`src/design/bisr_pkg.sv`:
```
// Constants, types and address decode shared by the board id register bank
`default_nettype none

package bisr_pkg;

  // ==========================================================================
  // Bus geometry and responses
  // ==========================================================================
  localparam int unsigned ADDR_W      = 16;
  localparam int unsigned DATA_W      = 32;
  localparam logic [1:0]  RESP_OKAY   = 2'h0;
  localparam logic [1:0]  RESP_SLVERR = 2'h2;

  // ==========================================================================
  // Register indices; byte address is four times the index
  // ==========================================================================
  localparam logic [11:0] IDX_LAMP     = 12'hca0;
  localparam logic [11:0] IDX_REV      = 12'hca1;
  localparam logic [11:0] IDX_BOOT     = 12'hca2;
  localparam logic [11:0] IDX_LAMP_ALT = 12'hc90;
  localparam logic [11:0] IDX_REV_ALT  = 12'hc91;
  localparam logic [11:0] IDX_BOOT_ALT = 12'hc92;

  // ==========================================================================
  // Field positions
  // ==========================================================================
  localparam int unsigned LAMP_BIT      = 7;
  localparam int unsigned TYPE_MSB      = 6;
  localparam int unsigned REV_MSB       = 7;
  localparam int unsigned REV_LSB       = 3;
  localparam int unsigned WIDE_TEMP_BIT = 2;
  localparam int unsigned SPECIAL_BIT   = 1;
  localparam int unsigned PRE_REL_BIT   = 0;
  localparam int unsigned JMP_BIT       = 7;
  localparam int unsigned OVR_BIT       = 6;
  localparam int unsigned CHOICE_BIT    = 5;

  // ==========================================================================
  // Types and reset values
  // ==========================================================================
  typedef struct packed {
    logic lamp_off;
    logic override;
    logic choice;
  } bisr_ctl_t;

  localparam bisr_ctl_t CTL_RST = '{lamp_off: 1'b1, override: 1'b0,
                                    choice: 1'b1};
  localparam logic      JMP_RST = 1'b1;
  localparam logic      ALT_RST = 1'b0;

  typedef enum logic [1:0] {
    SEL_NONE,
    SEL_LAMP,
    SEL_REV,
    SEL_BOOT
  } bisr_sel_t;

  // ==========================================================================
  // Address decode
  // ==========================================================================
  function automatic bisr_sel_t bisr_decode(input logic [ADDR_W-1:0] addr,
                                            input logic              alt);
    logic [13:0] idx;
    idx = addr[ADDR_W-1:2];
    if (!alt && idx == {2'b00, IDX_LAMP}) begin
      return SEL_LAMP;
    end else if (!alt && idx == {2'b00, IDX_REV}) begin
      return SEL_REV;
    end else if (!alt && idx == {2'b00, IDX_BOOT}) begin
      return SEL_BOOT;
    end else if (alt && idx == {2'b00, IDX_LAMP_ALT}) begin
      return SEL_LAMP;
    end else if (alt && idx == {2'b00, IDX_REV_ALT}) begin
      return SEL_REV;
    end else if (alt && idx == {2'b00, IDX_BOOT_ALT}) begin
      return SEL_BOOT;
    end else begin
      return SEL_NONE;
    end
  endfunction : bisr_decode

endpackage : bisr_pkg

`default_nettype wire

```
`src/design/bisr_regs.sv`:
```
// Board id, build info and boot image select registers on AXI4-Lite
//
// Summary of operation
// - Decode three registers at CA0h or C90h base.
// - Stored lamp bit drives user lamp active low.
// - Low seven bits return fixed board code.
// - Second register read-only, top five revision.
// - Temperature grade bit: zero standard, one wide.
// - Special build bit: zero standard, one custom.
// - Lowest bit: zero standard, one pre-release.
// - Boot register top bit reads jumper state.
// - Override bit set makes selection bit decide.
// - Selection bit: zero backup, one primary image.
// - Low five boot bits reserved, no effect.
//
// Design decision made here: register access over AXI4-Lite.
`default_nettype none

module bisr_regs #(
  // Arbitrary neutral value, not a real product code
  parameter logic [6:0] BOARD_TYPE_CODE      = 7'h2a,
  parameter logic [4:0] LOGIC_BUILD_REVISION = 5'h01,
  parameter logic       WIDE_TEMP_GRADE      = 1'b0,
  parameter logic       SPECIAL_BUILD        = 1'b0,
  parameter logic       PRE_RELEASE          = 1'b0
) (
  input  wire logic                          ref_clk_i,
  input  wire logic                          rst_b_i,
  input  wire logic [bisr_pkg::ADDR_W-1:0]   s_axi_awaddr,
  input  wire logic                          s_axi_awvalid,
  output var  logic                          s_axi_awready,
  input  wire logic [bisr_pkg::DATA_W-1:0]   s_axi_wdata,
  input  wire logic [3:0]                    s_axi_wstrb,
  input  wire logic                          s_axi_wvalid,
  output var  logic                          s_axi_wready,
  output var  logic [1:0]                    s_axi_bresp,
  output var  logic                          s_axi_bvalid,
  input  wire logic                          s_axi_bready,
  input  wire logic [bisr_pkg::ADDR_W-1:0]   s_axi_araddr,
  input  wire logic                          s_axi_arvalid,
  output var  logic                          s_axi_arready,
  output var  logic [bisr_pkg::DATA_W-1:0]   s_axi_rdata,
  output var  logic [1:0]                    s_axi_rresp,
  output var  logic                          s_axi_rvalid,
  input  wire logic                          s_axi_rready,
  input  wire logic                          boot_jumper_state_i,
  input  wire logic                          alt_base_sel_i,
  output var  logic                          user_lamp_ctl_b_o,
  output var  logic                          boot_image_primary_o
);

  // ==========================================================================
  // Strap synchronisation
  // ==========================================================================
  logic jmp_s;
  logic alt_s;

  bisr_sync2 u_sync (
    .ref_clk_i     (ref_clk_i),
    .rst_b_i       (rst_b_i),
    .jumper_pin_i  (boot_jumper_state_i),
    .alt_pin_i     (alt_base_sel_i),
    .jumper_sync_o (jmp_s),
    .alt_sync_o    (alt_s)
  );

  // ==========================================================================
  // State
  // ==========================================================================
  logic                        awready_reg,  awready_next;
  logic                        wready_reg,   wready_next;
  logic                        aw_held_reg,  aw_held_next;
  logic                        w_held_reg,   w_held_next;
  logic [bisr_pkg::ADDR_W-1:0] awaddr_reg,   awaddr_next;
  logic [7:0]                  wdata_reg,    wdata_next;
  logic                        wstrb0_reg,   wstrb0_next;
  logic                        bvalid_reg,   bvalid_next;
  logic [1:0]                  bresp_reg,    bresp_next;
  logic                        arready_reg,  arready_next;
  logic                        rvalid_reg,   rvalid_next;
  logic [bisr_pkg::DATA_W-1:0] rdata_reg,    rdata_next;
  logic [1:0]                  rresp_reg,    rresp_next;
  bisr_pkg::bisr_ctl_t         ctl_reg,      ctl_next;
  logic                        boot_sel_reg, boot_sel_next;

  logic                        wr_fire;
  logic                        rd_fire;
  bisr_pkg::bisr_sel_t         wr_sel;
  bisr_pkg::bisr_sel_t         rd_sel;

  // ==========================================================================
  // Write path
  // ==========================================================================
  // Address and data are caught in either order; the register is updated
  // only once both are held, and no new pair is taken until B is accepted.
  always_comb begin
    aw_held_next = aw_held_reg;
    w_held_next  = w_held_reg;
    awaddr_next  = awaddr_reg;
    wdata_next   = wdata_reg;
    wstrb0_next  = wstrb0_reg;
    bvalid_next  = bvalid_reg;
    bresp_next   = bresp_reg;
    ctl_next     = ctl_reg;
    wr_fire      = aw_held_reg && w_held_reg && !bvalid_reg;
    wr_sel       = bisr_pkg::bisr_decode(awaddr_reg, alt_s);
    if (s_axi_awvalid && awready_reg) begin
      aw_held_next = 1'b1;
      awaddr_next  = s_axi_awaddr;
    end
    if (s_axi_wvalid && wready_reg) begin
      w_held_next = 1'b1;
      wdata_next  = s_axi_wdata[7:0];
      wstrb0_next = s_axi_wstrb[0];
    end
    if (bvalid_reg && s_axi_bready) begin
      bvalid_next = 1'b0;
    end
    if (wr_fire) begin
      aw_held_next = 1'b0;
      w_held_next  = 1'b0;
      bvalid_next  = 1'b1;
      if (wr_sel == bisr_pkg::SEL_NONE) begin
        bresp_next = bisr_pkg::RESP_SLVERR;
      end else begin
        bresp_next = bisr_pkg::RESP_OKAY;
      end
      // Board code, build info, jumper and reserved bits have no storage,
      // so writes to them cannot change anything
      if (wstrb0_reg) begin
        case (wr_sel)
          bisr_pkg::SEL_LAMP: begin
            ctl_next.lamp_off = wdata_reg[bisr_pkg::LAMP_BIT];
          end
          bisr_pkg::SEL_BOOT: begin
            ctl_next.override = wdata_reg[bisr_pkg::OVR_BIT];
            ctl_next.choice   = wdata_reg[bisr_pkg::CHOICE_BIT];
          end
          default: begin
            ctl_next = ctl_reg;
          end
        endcase
      end
    end
    awready_next = !aw_held_next && !bvalid_next;
    wready_next  = !w_held_next && !bvalid_next;
  end

  // ==========================================================================
  // Read path
  // ==========================================================================
  always_comb begin
    rvalid_next  = rvalid_reg;
    rdata_next   = rdata_reg;
    rresp_next   = rresp_reg;
    rd_fire      = s_axi_arvalid && arready_reg;
    rd_sel       = bisr_pkg::bisr_decode(s_axi_araddr, alt_s);
    if (rvalid_reg && s_axi_rready) begin
      rvalid_next = 1'b0;
    end
    if (rd_fire) begin
      rvalid_next = 1'b1;
      rdata_next  = '0;
      rresp_next  = bisr_pkg::RESP_OKAY;
      case (rd_sel)
        bisr_pkg::SEL_LAMP: begin
          rdata_next[bisr_pkg::LAMP_BIT]   = ctl_reg.lamp_off;
          rdata_next[bisr_pkg::TYPE_MSB:0] = BOARD_TYPE_CODE;
        end
        bisr_pkg::SEL_REV: begin
          rdata_next[bisr_pkg::REV_MSB:bisr_pkg::REV_LSB] =
            LOGIC_BUILD_REVISION;
          rdata_next[bisr_pkg::WIDE_TEMP_BIT] = WIDE_TEMP_GRADE;
          rdata_next[bisr_pkg::SPECIAL_BIT]   = SPECIAL_BUILD;
          rdata_next[bisr_pkg::PRE_REL_BIT]   = PRE_RELEASE;
        end
        bisr_pkg::SEL_BOOT: begin
          rdata_next[bisr_pkg::JMP_BIT]    = jmp_s;
          rdata_next[bisr_pkg::OVR_BIT]    = ctl_reg.override;
          rdata_next[bisr_pkg::CHOICE_BIT] = ctl_reg.choice;
        end
        default: begin
          rresp_next = bisr_pkg::RESP_SLVERR;
        end
      endcase
    end
    arready_next = !rvalid_next;
  end

  // ==========================================================================
  // Boot image select
  // ==========================================================================
  // Registered so the pin is glitch free; it trails the fields by one cycle
  always_comb begin
    if (ctl_reg.override) begin
      boot_sel_next = ctl_reg.choice;
    end else begin
      boot_sel_next = jmp_s;
    end
  end

  // ==========================================================================
  // Registers
  // ==========================================================================
  always_ff @(posedge ref_clk_i or negedge rst_b_i) begin
    if (!rst_b_i) begin
      awready_reg  <= 1'b1;
      wready_reg   <= 1'b1;
      aw_held_reg  <= 1'b0;
      w_held_reg   <= 1'b0;
      awaddr_reg   <= '0;
      wdata_reg    <= 8'h00;
      wstrb0_reg   <= 1'b0;
      bvalid_reg   <= 1'b0;
      bresp_reg    <= bisr_pkg::RESP_OKAY;
      arready_reg  <= 1'b1;
      rvalid_reg   <= 1'b0;
      rdata_reg    <= '0;
      rresp_reg    <= bisr_pkg::RESP_OKAY;
      ctl_reg      <= bisr_pkg::CTL_RST;
      boot_sel_reg <= bisr_pkg::JMP_RST;
    end else begin
      awready_reg  <= awready_next;
      wready_reg   <= wready_next;
      aw_held_reg  <= aw_held_next;
      w_held_reg   <= w_held_next;
      awaddr_reg   <= awaddr_next;
      wdata_reg    <= wdata_next;
      wstrb0_reg   <= wstrb0_next;
      bvalid_reg   <= bvalid_next;
      bresp_reg    <= bresp_next;
      arready_reg  <= arready_next;
      rvalid_reg   <= rvalid_next;
      rdata_reg    <= rdata_next;
      rresp_reg    <= rresp_next;
      ctl_reg      <= ctl_next;
      boot_sel_reg <= boot_sel_next;
    end
  end

  assign s_axi_awready        = awready_reg;
  assign s_axi_wready         = wready_reg;
  assign s_axi_bvalid         = bvalid_reg;
  assign s_axi_bresp          = bresp_reg;
  assign s_axi_arready        = arready_reg;
  assign s_axi_rvalid         = rvalid_reg;
  assign s_axi_rdata          = rdata_reg;
  assign s_axi_rresp          = rresp_reg;
  assign user_lamp_ctl_b_o    = ctl_reg.lamp_off;
  assign boot_image_primary_o = boot_sel_reg;

  // ==========================================================================
  // Checks
  // ==========================================================================
  a_decode_miss_err: assert property (
    @(posedge ref_clk_i) disable iff (!rst_b_i)
    rd_fire && rd_sel == bisr_pkg::SEL_NONE
    |=> s_axi_rvalid && s_axi_rresp == bisr_pkg::RESP_SLVERR
        && s_axi_rdata == 32'h0000_0000)
  else $error("Unmapped read not answered with error and zero");

  a_decode_hit_okay: assert property (
    @(posedge ref_clk_i) disable iff (!rst_b_i)
    wr_fire && wr_sel != bisr_pkg::SEL_NONE
    |=> s_axi_bvalid && s_axi_bresp == bisr_pkg::RESP_OKAY)
  else $error("Mapped write not answered with okay");

  a_lamp_write: assert property (
    @(posedge ref_clk_i) disable iff (!rst_b_i)
    wr_fire && wr_sel == bisr_pkg::SEL_LAMP && wstrb0_reg
    |=> user_lamp_ctl_b_o == $past(wdata_reg[bisr_pkg::LAMP_BIT]))
  else $error("Lamp output does not follow written bit");

  a_lamp_readback: assert property (
    @(posedge ref_clk_i) disable iff (!rst_b_i)
    rd_fire && rd_sel == bisr_pkg::SEL_LAMP
    |=> s_axi_rdata[bisr_pkg::LAMP_BIT] == $past(user_lamp_ctl_b_o))
  else $error("Lamp bit read back differs from lamp output");

  a_type_code_fixed: assert property (
    @(posedge ref_clk_i) disable iff (!rst_b_i)
    rd_fire && rd_sel == bisr_pkg::SEL_LAMP
    |=> s_axi_rdata[bisr_pkg::TYPE_MSB:0] == BOARD_TYPE_CODE
        && s_axi_rdata[31:8] == 24'h00_0000)
  else $error("Board type code read wrong");

  a_rev_fields: assert property (
    @(posedge ref_clk_i) disable iff (!rst_b_i)
    rd_fire && rd_sel == bisr_pkg::SEL_REV
    |=> s_axi_rdata == {24'h00_0000, LOGIC_BUILD_REVISION,
                        WIDE_TEMP_GRADE, SPECIAL_BUILD, PRE_RELEASE})
  else $error("Build info read wrong");

  a_rev_no_store: assert property (
    @(posedge ref_clk_i) disable iff (!rst_b_i)
    wr_fire && wr_sel == bisr_pkg::SEL_REV |=> ctl_reg == $past(ctl_reg))
  else $error("Write to build info changed control state");

  a_boot_jumper_rd: assert property (
    @(posedge ref_clk_i) disable iff (!rst_b_i)
    rd_fire && rd_sel == bisr_pkg::SEL_BOOT
    |=> s_axi_rdata[bisr_pkg::JMP_BIT] == $past(jmp_s)
        && s_axi_rdata[4:0] == 5'h00)
  else $error("Boot register jumper or reserved bits read wrong");

  a_boot_override: assert property (
    @(posedge ref_clk_i) disable iff (!rst_b_i)
    ctl_reg.override |=> boot_image_primary_o == $past(ctl_reg.choice))
  else $error("Override set but select ignores choice bit");

  a_boot_jumper_wins: assert property (
    @(posedge ref_clk_i) disable iff (!rst_b_i)
    !ctl_reg.override [*2] |-> boot_image_primary_o == $past(jmp_s))
  else $error("No override but select ignores jumper");

  a_boot_write: assert property (
    @(posedge ref_clk_i) disable iff (!rst_b_i)
    wr_fire && wr_sel == bisr_pkg::SEL_BOOT && wstrb0_reg
    |=> ctl_reg.override == $past(wdata_reg[bisr_pkg::OVR_BIT])
        && ctl_reg.choice == $past(wdata_reg[bisr_pkg::CHOICE_BIT])
        && ctl_reg.lamp_off == $past(ctl_reg.lamp_off))
  else $error("Boot write stored wrong bits");

  a_resp_held: assert property (
    @(posedge ref_clk_i) disable iff (!rst_b_i)
    s_axi_rvalid && !s_axi_rready
    |=> s_axi_rvalid && $stable(s_axi_rdata) && $stable(s_axi_rresp))
  else $error("Read answer dropped before acceptance");

endmodule : bisr_regs

`default_nettype wire

```
`src/design/bisr_sync2.sv`:
```
// Two-flop synchroniser for the board strap pins
`default_nettype none

module bisr_sync2 (
  input  wire logic ref_clk_i,
  input  wire logic rst_b_i,
  input  wire logic jumper_pin_i,
  input  wire logic alt_pin_i,
  output var  logic jumper_sync_o,
  output var  logic alt_sync_o
);

  // ==========================================================================
  // Stages
  // ==========================================================================
  logic [1:0] meta_reg;
  logic [1:0] meta_next;
  logic [1:0] sync_reg;
  logic [1:0] sync_next;

  always_comb begin
    meta_next = {alt_pin_i, jumper_pin_i};
    sync_next = meta_reg;
  end

  always_ff @(posedge ref_clk_i or negedge rst_b_i) begin
    if (!rst_b_i) begin
      meta_reg <= {bisr_pkg::ALT_RST, bisr_pkg::JMP_RST};
      sync_reg <= {bisr_pkg::ALT_RST, bisr_pkg::JMP_RST};
    end else begin
      meta_reg <= meta_next;
      sync_reg <= sync_next;
    end
  end

  assign jumper_sync_o = sync_reg[0];
  assign alt_sync_o    = sync_reg[1];

endmodule : bisr_sync2

`default_nettype wire

```
`config.mk`:
```
export PLATFORM = sky130hd
export DESIGN_NAME = bisr_regs
export DESIGN_NICKNAME = d
export VERILOG_FILES = /design/src/design/bisr_pkg.sv /design/src/design/bisr_regs.sv /design/src/design/bisr_sync2.sv
export SDC_FILE = /design/constraint.sdc
export NUM_CORES = 1
export LEC_CHECK = 0
export BUFFER_PORTS_ARGS = -buffer_cell sky130_fd_sc_hd__buf_2
export CAP_MARGIN = 25
export CORE_MARGIN = 10
export CORE_UTILIZATION = 42
export CTS_CLUSTER_DIAMETER = 150
export DETAILED_ROUTE_END_ITERATION = 8
export PLACE_DENSITY_LB_ADDON = 0.25
export SYNTH_ARGS = -nofsm -noshare
export SYNTH_HDL_FRONTEND = slang
export SYNTH_HIERARCHICAL = 1
export SYNTH_SLANG_ARGS = --single-unit
```
`constraint.sdc`:
```
create_clock -name ref_clk_i -period 2 [get_ports ref_clk_i]
set_input_delay 0.3 -clock ref_clk_i [delete_from_list [all_inputs] [get_ports ref_clk_i]]
set_output_delay 0.3 -clock ref_clk_i [all_outputs]
set_load 0.02 [all_outputs]
```
==> metrics.yaml <==
status: "finished, final reports clean"
crit_type: "register to register"
synthesis.area_mm2: 0.00188
path_buf_inv: 0
utilization: 0.511
worst_ep_arrival_time_ns: 2.00
ys_types: 30
pre_cts_ws_ns: 0.0185
setup_viol_count_final: 0
wirelength_mm: 3.71
min_period_ns: 1.83
peakVddDrop_v: 0.000671
synth_edf_count: 0
power_switching_w: 0.000695
cts_root_buf: "clkbuf_8"
pwr-share-comb: 0.242
synth_area_leaders: "dfrtp_1 (43%), mux2_2 (13%), buf_4 (12%)"
area_delta_synth_final_pct: 18.7
synth_top_cell_area_share: 0.427
static-leakage-power_nw: 1.12
place_congestion: 0.738
ys_seq_area_frac: 0.539
cts_resized: 0
post-synth-top-count-cell: "dfrtp_1"
postRouteAntennaNets: 0
timing.final.crit_share: 0.913
crit_path_start_kind: "register"
ys_async_sr_fraction: 1.00
crit_slowest_cell: "or4_4"
cts_tree: "yes"
syn_avg_cell_area_um2: 12.3
diodes: 0
cp_data_required_time_ns: 2.18
synthTopCellsByCount: "dfrtp_1 (32), buf_4 (30), mux2_2 (22)"
max_stage_delay_ns: 0.58
seqPwrFrac: 0.487
dr.pass1.iters: 4
io_pins: 120
path_clk_slew_ns: 0.08
max_freq_ghz: 0.547
gr-usage-all-layers: 0.0984
htree_levels: 2
dp_hpwl_mm: 3.04
relSlewSlack: 0.549
cts.sinks: 40
cp_top_family: "simple AND/OR/NAND/NOR gates"
die_h_um: 86.8
largest_register_ffs: 14
powerDensity_mw_per_mm2: 1120
drive_gt1_frac: 0.474
place.port_buffers: 54
core-area_mm2: 0.00435
synth_area_leader_cell: "dfrtp_1"
insertion_delay_ns: 0.29
crit_chain: "nor4b_2, nand4_1, or4_4, mux2_4"
ys_ff_latch: 40
rsz0062_at_grt: "no"
grt_pass1_wl_mm: 5.96
drv_slew: 0
crit_fanout: 3
drc_errors: 0
power_frac_clock: 0.271
antenna_found_initial: 0
drv_cap: 0
cts_hold_buf: 0
synth_flop_cell: "dfrtp_1"
grt_pass1_vias: 1345
tns_ns: 0
vias: 1183
hp-class: "input pin to asynchronous set/reset pin"
worst_pin_slew_ns: 0.677
nets: 293
crit_path_end_kind: "register"
fin_hold_ws_ns: 0.0459
die_width_um: 86.8
grt_max_degree: 33
netSwitchingFraction: 0.279
finClkSkew_ns: 0.00647
die_area_mm2: 0.00754
clock_path_buffers: 2
cts_buffers: 5
start_util: 0.431
post_drt_wl_per_cell_um: 14.0
post_cts_buffers: 0
via_per_inst: 4.46
drtIter0Drc: 24
hold_viol: 0
syn_inst: 152
power_w: 0.00249
p_int_w: 0.00180
synth_warnings: 6
worst_slack_ns: 0.173
num_rows: 24
grt-ovfl-total: 0
## metal layers
| layer | up-vias | share of wire | GRT usage |
|---|---|---|---|
| met1 | 550 | 0.35 | 0.0873 |
| li1 | 576 | - | - |
| met5 | - | 0 | 0 |
| met4 | 0 | 0.015 | 0.0398 |
| met2 | 50 | 0.50 | 0.181 |
| met3 | 7 | 0.13 | 0.0516 |
## placed cells by master (no fill, tap or decap)
master	Yosys	layout
a211oi_1	1	1
a21oi_1	5	5
a22oi_1	1	1
and3b_1	3	3
and4bb_2	1	1
buf_2	0	54
buf_4	30	3
bufinv_16	0	1
clkbuf_8	0	6
clkinv_4	0	1
conb_1	1	29
dfrtp_1	32	32
dfstp_2	8	8
ha_1	4	4
inv_1	5	5
mux2_2	22	22
mux2_4	2	2
nand2_1	7	7
nand2b_1	1	1
nand4_1	3	3
nor2_1	7	7
nor2b_1	2	2
nor3b_1	1	1
nor4_1	2	2
nor4b_1	1	1
nor4b_2	1	1
o21ai_0	3	3
o31ai_1	2	2
or2_2	1	1
or3_1	2	2
or4_4	1	1
xnor2_1	1	1
## cell families after synthesis
family / Yosys count / share of synthesized area
buffers and inverters: 37 / 0.134
flip-flops: 40 / 0.539
AO/OA/AOI/OAI: 12 / 0.0374
adder cells (fa/ha/maj): 4 / 0.0267
AND/OR/NAND/NOR: 33 / 0.108
other: 1 / 0.00200
XOR/XNOR: 1 / 0.00467
multiplexers: 24 / 0.148
## power by group through the flow
stage	Combinational, W	Sequential [W]	Clock (W)
floorplan	0.000469	0.00124	0
global placement	0.000600	0.00122	0
detailed placement	0.000611	0.00123	0
CTS	0.000613	0.00122	0.000702
global route	0.000676	0.00125	0.000745
finish	0.000602	0.00122	0.000676
## area by class of cell
cell class,instances,area [µm²]
Multi-Input combinational cell,103,718
Timing Repair Buffer,57,293
Sequential cell,40,1010
Inverter,5,18.8
Clock buffer,6,82.6
Clock inverter,2,38.8
Fill cell,398,2130
Tap cell,52,65.1
## worst register-to-register path, stage by stage (launching register included)
cell and delay [ns]:
dfrtp_1 0.39, nor4b_2 0.27, nand4_1 0.19, or4_4 0.58, mux2_4 0.31
## final timing paths
| check | startpoint | end | slack, ns | cells after the start |
|---|---|---|---|---|
| max reg2reg | awaddr_reg[5] | ctl_reg[1] | 0.17 | 4 |
| min | rst_b_i | s_axi_rdata[7] | 0.05 | 1 |
| min reg2reg | u_sync/meta_reg[0] | u_sync/sync_reg[0] | 0.36 | 0 |
| max in group asynchronous | rst_b_i | awaddr_reg[5] | 1.36 | 2 |
| max | awaddr_reg[5] | ctl_reg[1] | 0.17 | 4 |
| min in group ref_clk_i | boot_jumper_state_i | u_sync/meta_reg[0] | 0.11 | 1 |
## through the flow
stage	instance area, µm²	std cells
detailed placement	2110	257
floorplan	1980	180
finish	2230	265
global route	2230	265
global placement	2110	257
CTS	2230	265
No activity file was read; power rests on OpenSTA's default activity.
